==> config.mk <==
export PLATFORM = sky130hd
export DESIGN_NAME = fpl_front_panel
export DESIGN_NICKNAME = d
export VERILOG_FILES = /design/src/inc/fpl_pkg.sv /design/src/verilog/fpl_blinker.sv /design/src/verilog/fpl_trip_latch.sv /design/src/verilog/fpl_front_panel.sv
export SDC_FILE = /design/constraint.sdc
export NUM_CORES = 1
export LEC_CHECK = 0
export BUFFER_PORTS_ARGS = -buffer_cell sky130_fd_sc_hd__buf_4
export CAP_MARGIN = 20
export CELL_PAD_IN_SITES_DETAIL_PLACEMENT = 1
export CELL_PAD_IN_SITES_GLOBAL_PLACEMENT = 1
export CORE_ASPECT_RATIO = 1.75
export CORE_MARGIN = 5
export CORE_UTILIZATION = 48
export DETAILED_ROUTE_END_ITERATION = 7
export PLACE_DENSITY_LB_ADDON = 0.1
export REMOVE_ABC_BUFFERS = 1
export SLEW_MARGIN = 20
export SYNTH_ARGS = -nofsm -noshare
export SYNTH_HDL_FRONTEND = slang
export SYNTH_HIERARCHICAL = 1
export SYNTH_SLANG_ARGS = --single-unit
export TNS_END_PERCENT = 1
==> constraint.sdc <==
create_clock -name clk -period 4.1 [get_ports clk]
set_clock_uncertainty 0.05 [all_clocks]
set_input_delay 0.82 -clock clk [delete_from_list [all_inputs] [get_ports clk]]
set_output_delay 0.82 -clock clk [all_outputs]
set_load 0.01 [all_outputs]
==> src/inc/fpl_pkg.sv <==
// Shared constants and types for the front-panel lamp controller
package fpl_pkg;

	// Avalon-MM slave geometry
	localparam int unsigned FPL_ADDR_W = 8;
	localparam int unsigned FPL_DATA_W = 32;
	localparam int unsigned FPL_BE_W   = 4;

	// Register byte offsets
	localparam logic [7:0] FPL_OFF_CTRL    = 8'h00;
	localparam logic [7:0] FPL_OFF_CODE    = 8'h04;
	localparam logic [7:0] FPL_OFF_USER    = 8'h08;
	localparam logic [7:0] FPL_OFF_HOTSWAP = 8'h0C;
	localparam logic [7:0] FPL_OFF_STATUS  = 8'h10;
	localparam logic [7:0] FPL_OFF_INTSTAT = 8'h14;
	localparam logic [7:0] FPL_OFF_INTMASK = 8'h18;

	// Control register fields
	localparam int unsigned FPL_CTRL_BOOT_BIT = 0;
	localparam int unsigned FPL_CTRL_SRC_LSB  = 1;
	localparam int unsigned FPL_SRC_W         = 2;

	// Interrupt bit positions; status uses the same layout except bit 0 (earlyFailure)
	localparam int unsigned FPL_EV_CODE  = 0;
	localparam int unsigned FPL_EV_NEAR  = 1;
	localparam int unsigned FPL_EV_ABOVE = 2;
	localparam int unsigned FPL_EV_TRIP  = 3;
	localparam int unsigned FPL_EV_WDOG  = 4;
	localparam int unsigned FPL_EV_W     = 5;

	// Reset values
	localparam logic [7:0]          FPL_RST_CODE = 8'h00;
	localparam logic [7:0]          FPL_RST_USER = 8'h00;
	localparam logic [FPL_EV_W-1:0] FPL_RST_MASK = 5'h00;

	// Host I/O address captured as the progress code
	localparam logic [15:0] FPL_PORT80_IO = 16'h0080;

	// Lamp pattern timing, times in ms at a 200 MHz clock
	localparam int unsigned FPL_CLK_HZ      = 200000000;
	localparam int unsigned FPL_FLICKER_MS  = 50;
	localparam int unsigned FPL_FLASH_MS    = 250;
	localparam int unsigned FPL_LONG_ON_MS  = 1500;
	localparam int unsigned FPL_LONG_OFF_MS = 500;
	localparam int unsigned FPL_CYC_PER_MS  = FPL_CLK_HZ / 1000;
	localparam int unsigned FPL_FLICKER_CYCLES  = FPL_FLICKER_MS * FPL_CYC_PER_MS;
	localparam int unsigned FPL_FLASH_CYCLES    = FPL_FLASH_MS * FPL_CYC_PER_MS;
	localparam int unsigned FPL_LONG_ON_CYCLES  = FPL_LONG_ON_MS * FPL_CYC_PER_MS;
	localparam int unsigned FPL_LONG_OFF_CYCLES = FPL_LONG_OFF_MS * FPL_CYC_PER_MS;

	// Source of the eight general lamps after boot
	typedef enum logic [FPL_SRC_W-1:0] {
		FPL_SRC_GENERAL,
		FPL_SRC_PORT80,
		FPL_SRC_BOARD
	} fpl_src_type;

endpackage : fpl_pkg

==> src/verilog/fpl_blinker.sv <==
// Lamp pattern generator with separate on and off periods
`timescale 1ns/100ps

module fpl_blinker #(
	parameter int unsigned ON_CYCLES  = 4,
	parameter int unsigned OFF_CYCLES = 4
) (
	input  wire logic clk,
	input  wire logic rst_b,
	input  wire logic enable,
	output logic      lamp
);
	logic [31:0] count;
	logic [31:0] next_count;
	logic        next_lamp;

	if (ON_CYCLES < 1 || OFF_CYCLES < 1) begin : g_check
		$error("fpl_blinker: periods must be at least one cycle");
	end

	// Phase counter; disabled pattern restarts in the lit phase
	always_comb begin
		next_count = count + 32'h00000001;
		next_lamp  = lamp;
		if (!enable) begin
			next_count = 32'h00000000;
			next_lamp  = 1'b0;
		end else if (!lamp && count == 32'h00000000) begin
			next_lamp  = 1'b1; // First enabled cycle
			next_count = 32'h00000001;
		end else if (lamp && count >= ON_CYCLES) begin
			next_lamp  = 1'b0;
			next_count = 32'h00000001;
		end else if (!lamp && count >= OFF_CYCLES) begin
			next_lamp  = 1'b1;
			next_count = 32'h00000001;
		end
	end

	always_ff @(posedge clk or negedge rst_b) begin
		if (!rst_b) begin
			count <= 32'h00000000;
			lamp  <= 1'b0;
		end else begin
			count <= next_count;
			lamp  <= next_lamp;
		end
	end
endmodule : fpl_blinker

==> src/verilog/fpl_trip_latch.sv <==
// Thermal trip latch cleared only by power-on reset
`timescale 1ns/100ps

module fpl_trip_latch (
	input  wire logic clk,
	input  wire logic porRst_b,
	input  wire logic tripIn,
	output logic      tripLatched
);
	logic next_tripLatched;

	// Sticky set; a warm reset does not reach this flop
	always_comb begin
		next_tripLatched = tripLatched | tripIn;
	end

	always_ff @(posedge clk or negedge porRst_b) begin
		if (!porRst_b) begin
			tripLatched <= 1'b0;
		end else begin
			tripLatched <= next_tripLatched;
		end
	end
endmodule : fpl_trip_latch

==> src/verilog/fpl_front_panel.sv <==
// Front-panel lamp controller: register slave, lamp selection and interrupts
//
// The Avalon-MM register port and the address map were left to the implementer.
`timescale 1ns/100ps

module fpl_front_panel
	import fpl_pkg::*;
#(
	parameter int unsigned FLICKER_CYCLES  = FPL_FLICKER_CYCLES,
	parameter int unsigned FLASH_CYCLES    = FPL_FLASH_CYCLES,
	parameter int unsigned LONG_ON_CYCLES  = FPL_LONG_ON_CYCLES,
	parameter int unsigned LONG_OFF_CYCLES = FPL_LONG_OFF_CYCLES
) (
	input  wire logic                  clk,
	input  wire logic                  rst_b,
	input  wire logic                  porRst_b,
	input  wire logic [FPL_ADDR_W-1:0] address,
	input  wire logic                  read,
	input  wire logic                  write,
	input  wire logic [FPL_DATA_W-1:0] writedata,
	input  wire logic [FPL_BE_W-1:0]   byteenable,
	output logic      [FPL_DATA_W-1:0] readdata,
	output logic                       waitrequest,
	input  wire logic                  ioWrite,
	input  wire logic [15:0]           ioAddress,
	input  wire logic [7:0]            ioData,
	input  wire logic                  tempNear,
	input  wire logic                  tempAbove,
	input  wire logic                  thermTrip,
	input  wire logic                  earlyFailure,
	input  wire logic                  watchdogActive,
	input  wire logic                  diskPrimary,
	input  wire logic                  diskSecondary,
	input  wire logic                  diskSata,
	output logic      [3:0]            upperNibbleLamps,
	output logic      [3:0]            lowerNibbleLamps,
	output logic                       watchdogLamp,
	output logic                       heatAlarmLamp,
	output logic                       extractionReadyLamp,
	output logic                       irq
);
	// Register state
	logic                  bootDone;
	fpl_src_type           sourceSel;
	logic [7:0]            code;
	logic [7:0]            userLamps;
	logic [FPL_EV_W-1:0]   intStatus;
	logic [FPL_EV_W-1:0]   intMask;
	logic                  next_bootDone;
	fpl_src_type           next_sourceSel;
	logic [7:0]            next_code;
	logic [7:0]            next_userLamps;
	logic                  next_extractionReadyLamp;
	logic [FPL_EV_W-1:0]   next_intStatus;
	logic [FPL_EV_W-1:0]   next_intMask;
	logic                  next_irq;
	// Bus state
	logic [FPL_DATA_W-1:0] next_readdata;
	logic                  next_waitrequest;
	logic                  wrEn;
	// Event edge history
	logic                  nearPrev;
	logic                  abovePrev;
	logic                  tripPrev;
	logic                  wdogPrev;
	logic [FPL_EV_W-1:0]   events;
	logic                  codeWrite;
	// Lamp state
	logic [7:0]            next_lamps;
	logic                  next_watchdogLamp;
	logic                  next_heatAlarmLamp;
	logic                  tripLatched;
	logic                  flickerLamp;
	logic                  flashLamp;
	logic                  longLamp;
	logic                  flickerOn;
	logic                  flashOn;
	logic                  longOn;
	logic [FPL_EV_W-1:0]   statusBits;

	// Register select helper used by both read and write decode
	function automatic logic hit(input logic [FPL_ADDR_W-1:0] a, input logic [7:0] off);
		hit = (a == off);
	endfunction : hit

	// Latched trip survives warm reset
	fpl_trip_latch u_trip (
		.clk         (clk),
		.porRst_b    (porRst_b),
		.tripIn      (thermTrip),
		.tripLatched (tripLatched)
	);

	// Three pattern generators, each with its own period pair
	fpl_blinker #(.ON_CYCLES(FLICKER_CYCLES), .OFF_CYCLES(FLICKER_CYCLES)) u_flicker (
		.clk    (clk),
		.rst_b  (rst_b),
		.enable (flickerOn),
		.lamp   (flickerLamp)
	);
	fpl_blinker #(.ON_CYCLES(FLASH_CYCLES), .OFF_CYCLES(FLASH_CYCLES)) u_flash (
		.clk    (clk),
		.rst_b  (rst_b),
		.enable (flashOn),
		.lamp   (flashLamp)
	);
	fpl_blinker #(.ON_CYCLES(LONG_ON_CYCLES), .OFF_CYCLES(LONG_OFF_CYCLES)) u_long (
		.clk    (clk),
		.rst_b  (rst_b),
		.enable (longOn),
		.lamp   (longLamp)
	);

	// Pattern enables; a generator idles dark when its pattern is unused
	assign flashOn   = !bootDone && earlyFailure;
	assign longOn    = bootDone && tripLatched;
	assign flickerOn = bootDone && !tripLatched && !tempAbove && tempNear;

	// Live state visible to software
	assign statusBits = {watchdogActive, tripLatched, tempAbove, tempNear, earlyFailure};

	// Bus answer: one wait cycle, then completion with registered read data
	always_comb begin
		next_waitrequest = 1'b1;
		next_readdata    = '0;
		if ((read || write) && waitrequest) begin
			next_waitrequest = 1'b0;
			if (read) begin
				if (hit(address, FPL_OFF_CTRL)) begin
					next_readdata[FPL_CTRL_BOOT_BIT] = bootDone;
					next_readdata[FPL_CTRL_SRC_LSB +: FPL_SRC_W] = sourceSel;
				end else if (hit(address, FPL_OFF_CODE)) begin
					next_readdata[7:0] = code;
				end else if (hit(address, FPL_OFF_USER)) begin
					next_readdata[7:0] = userLamps;
				end else if (hit(address, FPL_OFF_HOTSWAP)) begin
					next_readdata[0] = extractionReadyLamp;
				end else if (hit(address, FPL_OFF_STATUS)) begin
					next_readdata[FPL_EV_W-1:0] = statusBits;
				end else if (hit(address, FPL_OFF_INTSTAT)) begin
					next_readdata[FPL_EV_W-1:0] = intStatus;
				end else if (hit(address, FPL_OFF_INTMASK)) begin
					next_readdata[FPL_EV_W-1:0] = intMask;
				end
			end
		end
	end

	always_ff @(posedge clk or negedge rst_b) begin
		if (!rst_b) begin
			waitrequest <= 1'b1;
			readdata    <= '0;
		end else begin
			waitrequest <= next_waitrequest;
			readdata    <= next_readdata;
		end
	end

	// Writes act at the completing edge; every field lives in byte lane 0
	assign wrEn = write && !waitrequest && byteenable[0];
	assign codeWrite = ioWrite && (ioAddress == FPL_PORT80_IO);

	// Event sources for the sticky status bits
	assign events[FPL_EV_CODE]  = codeWrite;
	assign events[FPL_EV_NEAR]  = tempNear && !nearPrev;
	assign events[FPL_EV_ABOVE] = tempAbove && !abovePrev;
	assign events[FPL_EV_TRIP]  = tripLatched && !tripPrev;
	assign events[FPL_EV_WDOG]  = watchdogActive && !wdogPrev;

	// Register updates; a hardware set beats a same-cycle software clear
	always_comb begin
		next_bootDone            = bootDone;
		next_sourceSel           = sourceSel;
		next_code                = code;
		next_userLamps           = userLamps;
		next_extractionReadyLamp = extractionReadyLamp;
		next_intMask             = intMask;
		next_intStatus           = intStatus;
		if (wrEn) begin
			if (hit(address, FPL_OFF_CTRL)) begin
				next_bootDone  = writedata[FPL_CTRL_BOOT_BIT];
				next_sourceSel = fpl_src_type'(writedata[FPL_CTRL_SRC_LSB +: FPL_SRC_W]);
			end else if (hit(address, FPL_OFF_USER)) begin
				next_userLamps = writedata[7:0];
			end else if (hit(address, FPL_OFF_HOTSWAP)) begin
				next_extractionReadyLamp = writedata[0];
			end else if (hit(address, FPL_OFF_INTSTAT)) begin
				next_intStatus = intStatus & ~writedata[FPL_EV_W-1:0];
			end else if (hit(address, FPL_OFF_INTMASK)) begin
				next_intMask = writedata[FPL_EV_W-1:0];
			end
		end
		if (codeWrite) begin
			next_code = ioData;
		end
		next_intStatus = next_intStatus | events;
		next_irq = |(intStatus & intMask);
	end

	always_ff @(posedge clk or negedge rst_b) begin
		if (!rst_b) begin
			bootDone            <= 1'b0;
			sourceSel           <= FPL_SRC_GENERAL;
			code                <= FPL_RST_CODE;
			userLamps           <= FPL_RST_USER;
			extractionReadyLamp <= 1'b0;
			intStatus           <= '0;
			intMask             <= FPL_RST_MASK;
			irq                 <= 1'b0;
			nearPrev            <= 1'b0;
			abovePrev           <= 1'b0;
			tripPrev            <= 1'b1; // No false trip event after a warm reset
			wdogPrev            <= 1'b0;
		end else begin
			bootDone            <= next_bootDone;
			sourceSel           <= next_sourceSel;
			code                <= next_code;
			userLamps           <= next_userLamps;
			extractionReadyLamp <= next_extractionReadyLamp;
			intStatus           <= next_intStatus;
			intMask             <= next_intMask;
			irq                 <= next_irq;
			nearPrev            <= tempNear;
			abovePrev           <= tempAbove;
			tripPrev            <= tripLatched;
			wdogPrev            <= watchdogActive;
		end
	end

	// Lamp selection; an unused source code falls back to general mode
	always_comb begin
		next_lamps = code;
		if (bootDone) begin
			case (sourceSel)
				FPL_SRC_PORT80: next_lamps = code;
				FPL_SRC_BOARD:  next_lamps = {5'h00, diskSata, diskSecondary, diskPrimary};
				default:        next_lamps = userLamps;
			endcase
		end
		// Thermal priority: shutdown over steady over flicker
		next_heatAlarmLamp = 1'b0;
		next_watchdogLamp  = 1'b0;
		if (!bootDone) begin
			next_heatAlarmLamp = flashLamp;
			next_watchdogLamp  = flashLamp;
		end else begin
			next_watchdogLamp = watchdogActive;
			if (tripLatched) begin
				next_heatAlarmLamp = longLamp;
			end else if (tempAbove) begin
				next_heatAlarmLamp = 1'b1;
			end else if (tempNear) begin
				next_heatAlarmLamp = flickerLamp;
			end
		end
	end

	// Lit lamp for a one bit; high nibble on the upper group
	always_ff @(posedge clk or negedge rst_b) begin
		if (!rst_b) begin
			upperNibbleLamps <= 4'h0;
			lowerNibbleLamps <= 4'h0;
			watchdogLamp     <= 1'b0;
			heatAlarmLamp    <= 1'b0;
		end else begin
			upperNibbleLamps <= next_lamps[7:4];
			lowerNibbleLamps <= next_lamps[3:0];
			watchdogLamp     <= next_watchdogLamp;
			heatAlarmLamp    <= next_heatAlarmLamp;
		end
	end
endmodule : fpl_front_panel

==> reports/metrics.cfg, run 1 <==
[placed_design]
place_hpwl_um = 14500
placed_area_mm2 = 0.00842
numPortBuffers = 75
dp_slack_ps = 1390
gp_congestion = 0.831

[yosys]
synth_cell_types = 75
synth-edff-count = 0
synthFlopType = dfrtp_1
ys_top_cells_by_area = dfrtp_1, xnor2_1, mux2_2, nor3_1, xor2_1
ys_seq_area_frac = 0.497
synth-seq-cells = 154
yosys_warnings = 6
synth.most_common_cell = dfrtp_1
synthCells = 744
synth_area_mm2 = 0.00776
yosysTopAreaCellShare = 0.490
yosysTopAreaCell = dfrtp_1
async_flop_share = 1.00
yosys-top-cells-count = dfrtp_1, nor3_1, nand2_1
avgSynthCellArea_um2 = 10.4

[clock_network]
clock_sinks = 154
cts_resized = 0
htreeDepth = 4
hold_buffers = 0
cts_tree = done
clk_latency_ps = 410
cts_setup_buffers = 0
cts.clk_slew.worst_paths_ps = 60
clock-root-buffer = clkbuf_16
numCtsBuffers = 17
cts_max_path_buffers = 2

[timing]
period_minus_slack_ps = 2710
relSlewSlack = 0.359
max_slew.worst_pin.slew_ps = 961
hold_violations = 0
fin_crit_sh = 0.661
finalSetupViolations = 0
tns_ps = 0
rsz0062_at_grt = false
max_clock_freq_mhz = 369
worst_slack_ps = 1390
drv_slew = 0

[worst_setup_path]
worst-r2r-cell-count = 5
required_ps = 4350
reg2reg_to = u_long/count[0]$_DFF_PN0_
r2r_slack_ps = 1390
critPathKind = reg -> reg
start_kind = flop
cp_max_fo = 29
cp-end-kind = flop
r2r_start = u_long/count[12]$_DFF_PN0_
worstPathArrival_ps = 2960

[finish]
synthToLayoutAreaGrowth_pct = 15.7
fin_nets = 918
fin_util = 0.565
stdcell_area_mm2 = 0.00897
antenna_cells = 0
final_layout_size_suffix_gt1_frac = 0.202

[power_and_ir_drop]
ir_drop_uv = 286
power_density_mw_per_mm2 = 354
p_leak_nw = 3.75
clockPowerShare = 0.462
p_int_mw = 2.45
switchingPower_mw = 0.727
comb_power_share = 0.050
netSwitchingFraction = 0.229
p_total_mw = 3.18
p_seq_frac = 0.488

[die]
chipHeight_um = 178
num_rows = 61
io_pins = 127
start_util = 0.489
die_w_um = 106
dieArea_mm2 = 0.0189
core_area_mm2 = 0.0159

[global_route]
grt_max_degree = 91
track_usage = 0.224
antenna_found_initial = 0
grt_pass1_vias = 6814
grt.overflow.total = 0
grt_first_pass_wirelength_um = 34100

[hold_path]
hp-class = in -> async

[detailed_routing]
wire_per_inst_um = 19.5
drt_iter0_markers = 183
postRouteAntennaNets = 0
vias = 6006
drc = 0
viasPerCell = 5.83
wirelength_um = 20100
drtPass1Iterations = 4

[run]
cap_violations = 0

[status]
outcome = completed

-- layer usage --
metal	global-route usage	routed length (um)
met5	0	0
met3	0.0417	641
met1	0.245	7800
met2	0.433	11300
met4	0.0675	355
-- cell usage in the layout (no fill, tap or decap), drive strengths merged, types with 10 or more instances in the layout --
cell | Yosys | routed
or4 | 10 | 10
nor4 | 36 | 36
conb | 4 | 41
a2111oi | 13 | 13
nand2 | 52 | 52
o21ai | 16 | 16
buf | 35 | 78
nor3 | 55 | 55
xnor2 | 36 | 36
clkbuf | 15 | 21
dfrtp | 152 | 152
nand4 | 19 | 19
xor2 | 26 | 26
or3 | 12 | 12
nand3 | 29 | 29
nor2 | 50 | 50
mux2 | 25 | 25
inv | 32 | 34
-- power groups by stage --
stage	clock, mW	sequential, mW	combinational [mW]
5_1_grt	1.57	1.55	0.178
2_1_floorplan	0	1.58	0.0513
6_report	1.47	1.55	0.159
4_1_cts	1.50	1.55	0.161
3_5_place_dp	0	1.58	0.160
3_3_place_gp	0	1.58	0.153
-- cells by family (layout without fill, tap and decap cells) --
group	Yosys count	in the layout	share of synthesized area
compound gates	88	88	0.0911
xor+xnor	62	62	0.0700
fa+ha+maj	8	8	0.0129
buf+inv	82	142	0.0566
flops	154	154	0.497
mux	31	31	0.0440
other cells	4	41	0.00194
simple gates	315	315	0.226
-- flip-flops by register name (all words and copies together), names as in the netlist, 2 cells and up --
name	cells
u_flash/count	32
u_flicker/count	32
u_long/count	32
code	8
readdata	8
userLamps	8
intMask	5
intStatus	5
lowerNibbleLamps	4
upperNibbleLamps	4
sourceSel	2
-- critical path, stage by stage (launching register included) --
cell	delay, ps
dfrtp_1	450
or3_1	430
o311a_1	330
o211ai_2	220
nand4_2	660
o21a_1	430
-- through the flow --
step / hold WS, ps / instances
floorplan: 373 / 731
global placement: 412 / 998
detailed placement: 420 / 998
CTS: 101 / 1030
global route: 97.9 / 1030
finish: 119 / 1030
-- how the worst max path moves through the flow --
stage / end / from / cells after the start / slack [ps]
2_1_floorplan: u_flicker/count[19]$_DFF_PN0_ / u_flicker/count[0]$_DFF_PN0_ / 6 / 1300
3_3_place_gp: code[3]$_DFFE_PN0P_ / ioAddress[3] / 4 / 1400
6_report: u_long/count[0]$_DFF_PN0_ / u_long/count[12]$_DFF_PN0_ / 5 / 1390
3_5_place_dp: code[4]$_DFFE_PN0P_ / ioAddress[3] / 4 / 1390
5_1_grt: u_long/count[15]$_DFF_PN0_ / u_long/count[12]$_DFF_PN0_ / 5 / 1190
4_1_cts: u_long/count[0]$_DFF_PN0_ / u_long/count[12]$_DFF_PN0_ / 5 / 1400
-- layout make-up --
class,instances,area [um^2]
clock buffers,21,450
clock inverters,11,95.1
fillers,1787,6900
inverters,32,120
multi-input cells,545,3610
flip-flops and latches,154,3860
well taps,189,236
repair buffers,78,602
Power figures use the tool's default switching activity.
==> inputs of run 2 (changes only) <==
--- a/config.mk
+++ b/config.mk
@@ -5,13 +5,14 @@
 export SDC_FILE = /design/constraint.sdc
 export NUM_CORES = 1
 export LEC_CHECK = 0
+export ABC_AREA = 1
 export BUFFER_PORTS_ARGS = -buffer_cell sky130_fd_sc_hd__buf_4
 export CAP_MARGIN = 20
 export CELL_PAD_IN_SITES_DETAIL_PLACEMENT = 1
 export CELL_PAD_IN_SITES_GLOBAL_PLACEMENT = 1
 export CORE_ASPECT_RATIO = 1.75
 export CORE_MARGIN = 5
-export CORE_UTILIZATION = 48
+export CORE_UTILIZATION = 43
 export DETAILED_ROUTE_END_ITERATION = 7
 export PLACE_DENSITY_LB_ADDON = 0.1
 export REMOVE_ABC_BUFFERS = 1
==> constraint.sdc (replaced) <==
create_clock -name clk -period 2.5 [get_ports clk]
set_clock_uncertainty 0.05 [all_clocks]
set_input_delay 0.5 -clock clk [delete_from_list [all_inputs] [get_ports clk]]
set_output_delay 0.5 -clock clk [all_outputs]
set_load 0.01 [all_outputs]
==> run 2 against run 1 <==
Effect of this change:
- cell count is 44% higher
- register-to-register slack worse by 920 ps
- routed wire length increased by 14%
- fmax increased by 34%
- via count grew 22%
- die area grew 27%
==> reports/metrics.cfg, run 2 <==
[hold_path]
holdCritStartpoint = watchdogActive
hp-class = in -> reg
hold_depth = 1

[yosys]
synth-edff-count = 0
avgSynthCellArea_um2 = 8.05
synthCells = 1113
synth-seq-cells = 154
yosysTopAreaCellShare = 0.425
synth.most_common_cell = nand2_1
yosys_warnings = 6
yosysTopAreaCell = dfrtp_1
async_flop_share = 1.00
ys_top_cells_by_area = dfrtp_1, nand2_1, nor2_1, inv_1, xor2_1
yosys-top-cells-count = nand2_1, nor2_1, dfrtp_1
synth_area_mm2 = 0.00896
synthFlopType = dfrtp_1
synth_cell_types = 49
ys_seq_area_frac = 0.430

[worst_setup_path]
r2r_slack_ps = 470
cp-endpoint = u_flicker/count[7]$_DFF_PN0_
reg2reg_to = u_flicker/count[7]$_DFF_PN0_
critPathKind = reg -> reg
startpoint = u_trip/tripLatched$_DFF_PN0_
r2r_start = u_trip/tripLatched$_DFF_PN0_
worstPathArrival_ps = 2350
worst-r2r-cell-count = 5
required_ps = 2820
cp_max_fo = 23
start_kind = flop
cp-end-kind = flop

[timing]
whs_ps = 138
finalSetupViolations = 0
rsz0062_at_grt = false
drv_slew = 0
fin_crit_sh = 0.812
tns_ps = 0
hold_violations = 0
max_slew.worst_pin.slew_ps = 574
period_minus_slack_ps = 2030
max_clock_freq_mhz = 493
relSlewSlack = 0.616

[placed_design]
numPortBuffers = 75
place_hpwl_um = 17400
gp_congestion = 0.824

[global_route]
antenna_found_initial = 0
grt.overflow.total = 0
grt_max_degree = 47
grt_first_pass_wirelength_um = 39100
track_usage = 0.202
grt_pass1_vias = 8008

[die]
start_util = 0.432
io_pins = 127
dieArea_mm2 = 0.0239
die_w_um = 119
num_rows = 70
chipHeight_um = 201
core_area_mm2 = 0.0208

[power_and_ir_drop]
p_total_mw = 5.67
power_density_mw_per_mm2 = 545
p_leak_nw = 4.62
ir_drop_uv = 456

[clock_network]
clock_sinks = 154
cts.clk_slew.worst_paths_ps = 70
cts_tree = done
htreeDepth = 4
clk_latency_ps = 430
numCtsBuffers = 17
clock-root-buffer = clkbuf_16
cts_max_path_buffers = 2

[detailed_routing]
drc = 0
wire_per_inst_um = 15.4
vias = 7309
drtPass1Iterations = 4
postRouteAntennaNets = 0
drt_iter0_markers = 194
wirelength_um = 22800
viasPerCell = 4.93

[finish]
antenna_cells = 0
final_common_cell = nand2_1
fin_util = 0.501
synthToLayoutAreaGrowth_pct = 16.0
fin_nets = 1308
final_layout_size_suffix_gt1_frac = 0.210
largestRegisters = u_flash/count x32, u_flicker/count x32, u_long/count x32
final_cell_mix = nand2_1, nor2_1, dfrtp_1, inv_1, buf_4

[run]
cap_violations = 0

[status]
outcome = completed

[run 2: routing by layer]
| metal | global-route usage | routed length, um |
|---|---|---|
| met1 | 0.220 | 8940 |
| met2 | 0.390 | 12900 |
| met3 | 0.0350 | 633 |
| met4 | 0.0576 | 349 |
| met5 | 0 | 0 |
[run 2: report_power, final]
part           internal, mW  switching, mW  leakage, nW  total [mW]
Combinational         0.102          0.175         2.24       0.277
Clock                  1.78           1.07        0.315        2.85
Sequential             2.52         0.0151         2.06        2.54
[run 2: worst min path at each step]
stage          slack [ps]                            to
2_1_floorplan         150           abovePrev$_DFF_PN0_
3_3_place_gp          240  u_trip/tripLatched$_DFF_PN0_
3_5_place_dp          240  u_trip/tripLatched$_DFF_PN0_
4_1_cts               110            wdogPrev$_DFF_PN0_
5_1_grt               120            wdogPrev$_DFF_PN0_
6_report              140            wdogPrev$_DFF_PN0_
[run 2: metrics by stage]
step | cell area, um^2 | setup slack (ps) | instances
CTS | 10400 | 417 | 1482
global route | 10400 | 332 | 1482
global placement | 9730 | 316 | 1449
detailed placement | 9730 | 296 | 1449
finish | 10400 | 471 | 1482
floorplan | 8750 | 657 | 1113
[run 2: cell type report]
class,count,area (um^2)
Clock buffer,18,429
Clock inverter,13,216
Fill cell,2599,10400
Inverter,133,504
Multi-Input combinational cell,826,4390
Sequential cell,154,3860
Tap cell,252,315
Timing Repair Buffer,86,679
[run 2: cells by family after synthesis]
| family | share of synthesized area |
|---|---|
| simple gates | 0.349 |
| buf+inv | 0.0947 |
| flops | 0.430 |
| compound gates | 0.0520 |
| xor+xnor | 0.0577 |
| fa+ha+maj | 0.0112 |
| other cells | 0.00168 |
| mux | 0.00377 |
[run 2: what timing repair did]
| action | CTS | global route |
|---|---|---|
| resized for setup | 0 | 0 |
| hold endpoints to repair | 44 | 0 |
| setup buffers | 0 | 0 |
| hold buffers | 2 | 0 |
[run 2: worst max-delay path: stages, from the launching register on]
cell     delay [ps]
dfrtp_1         460
nor4_1          370
buf_4           200
nand4_4         460
buf_4           340
nor2_4           60
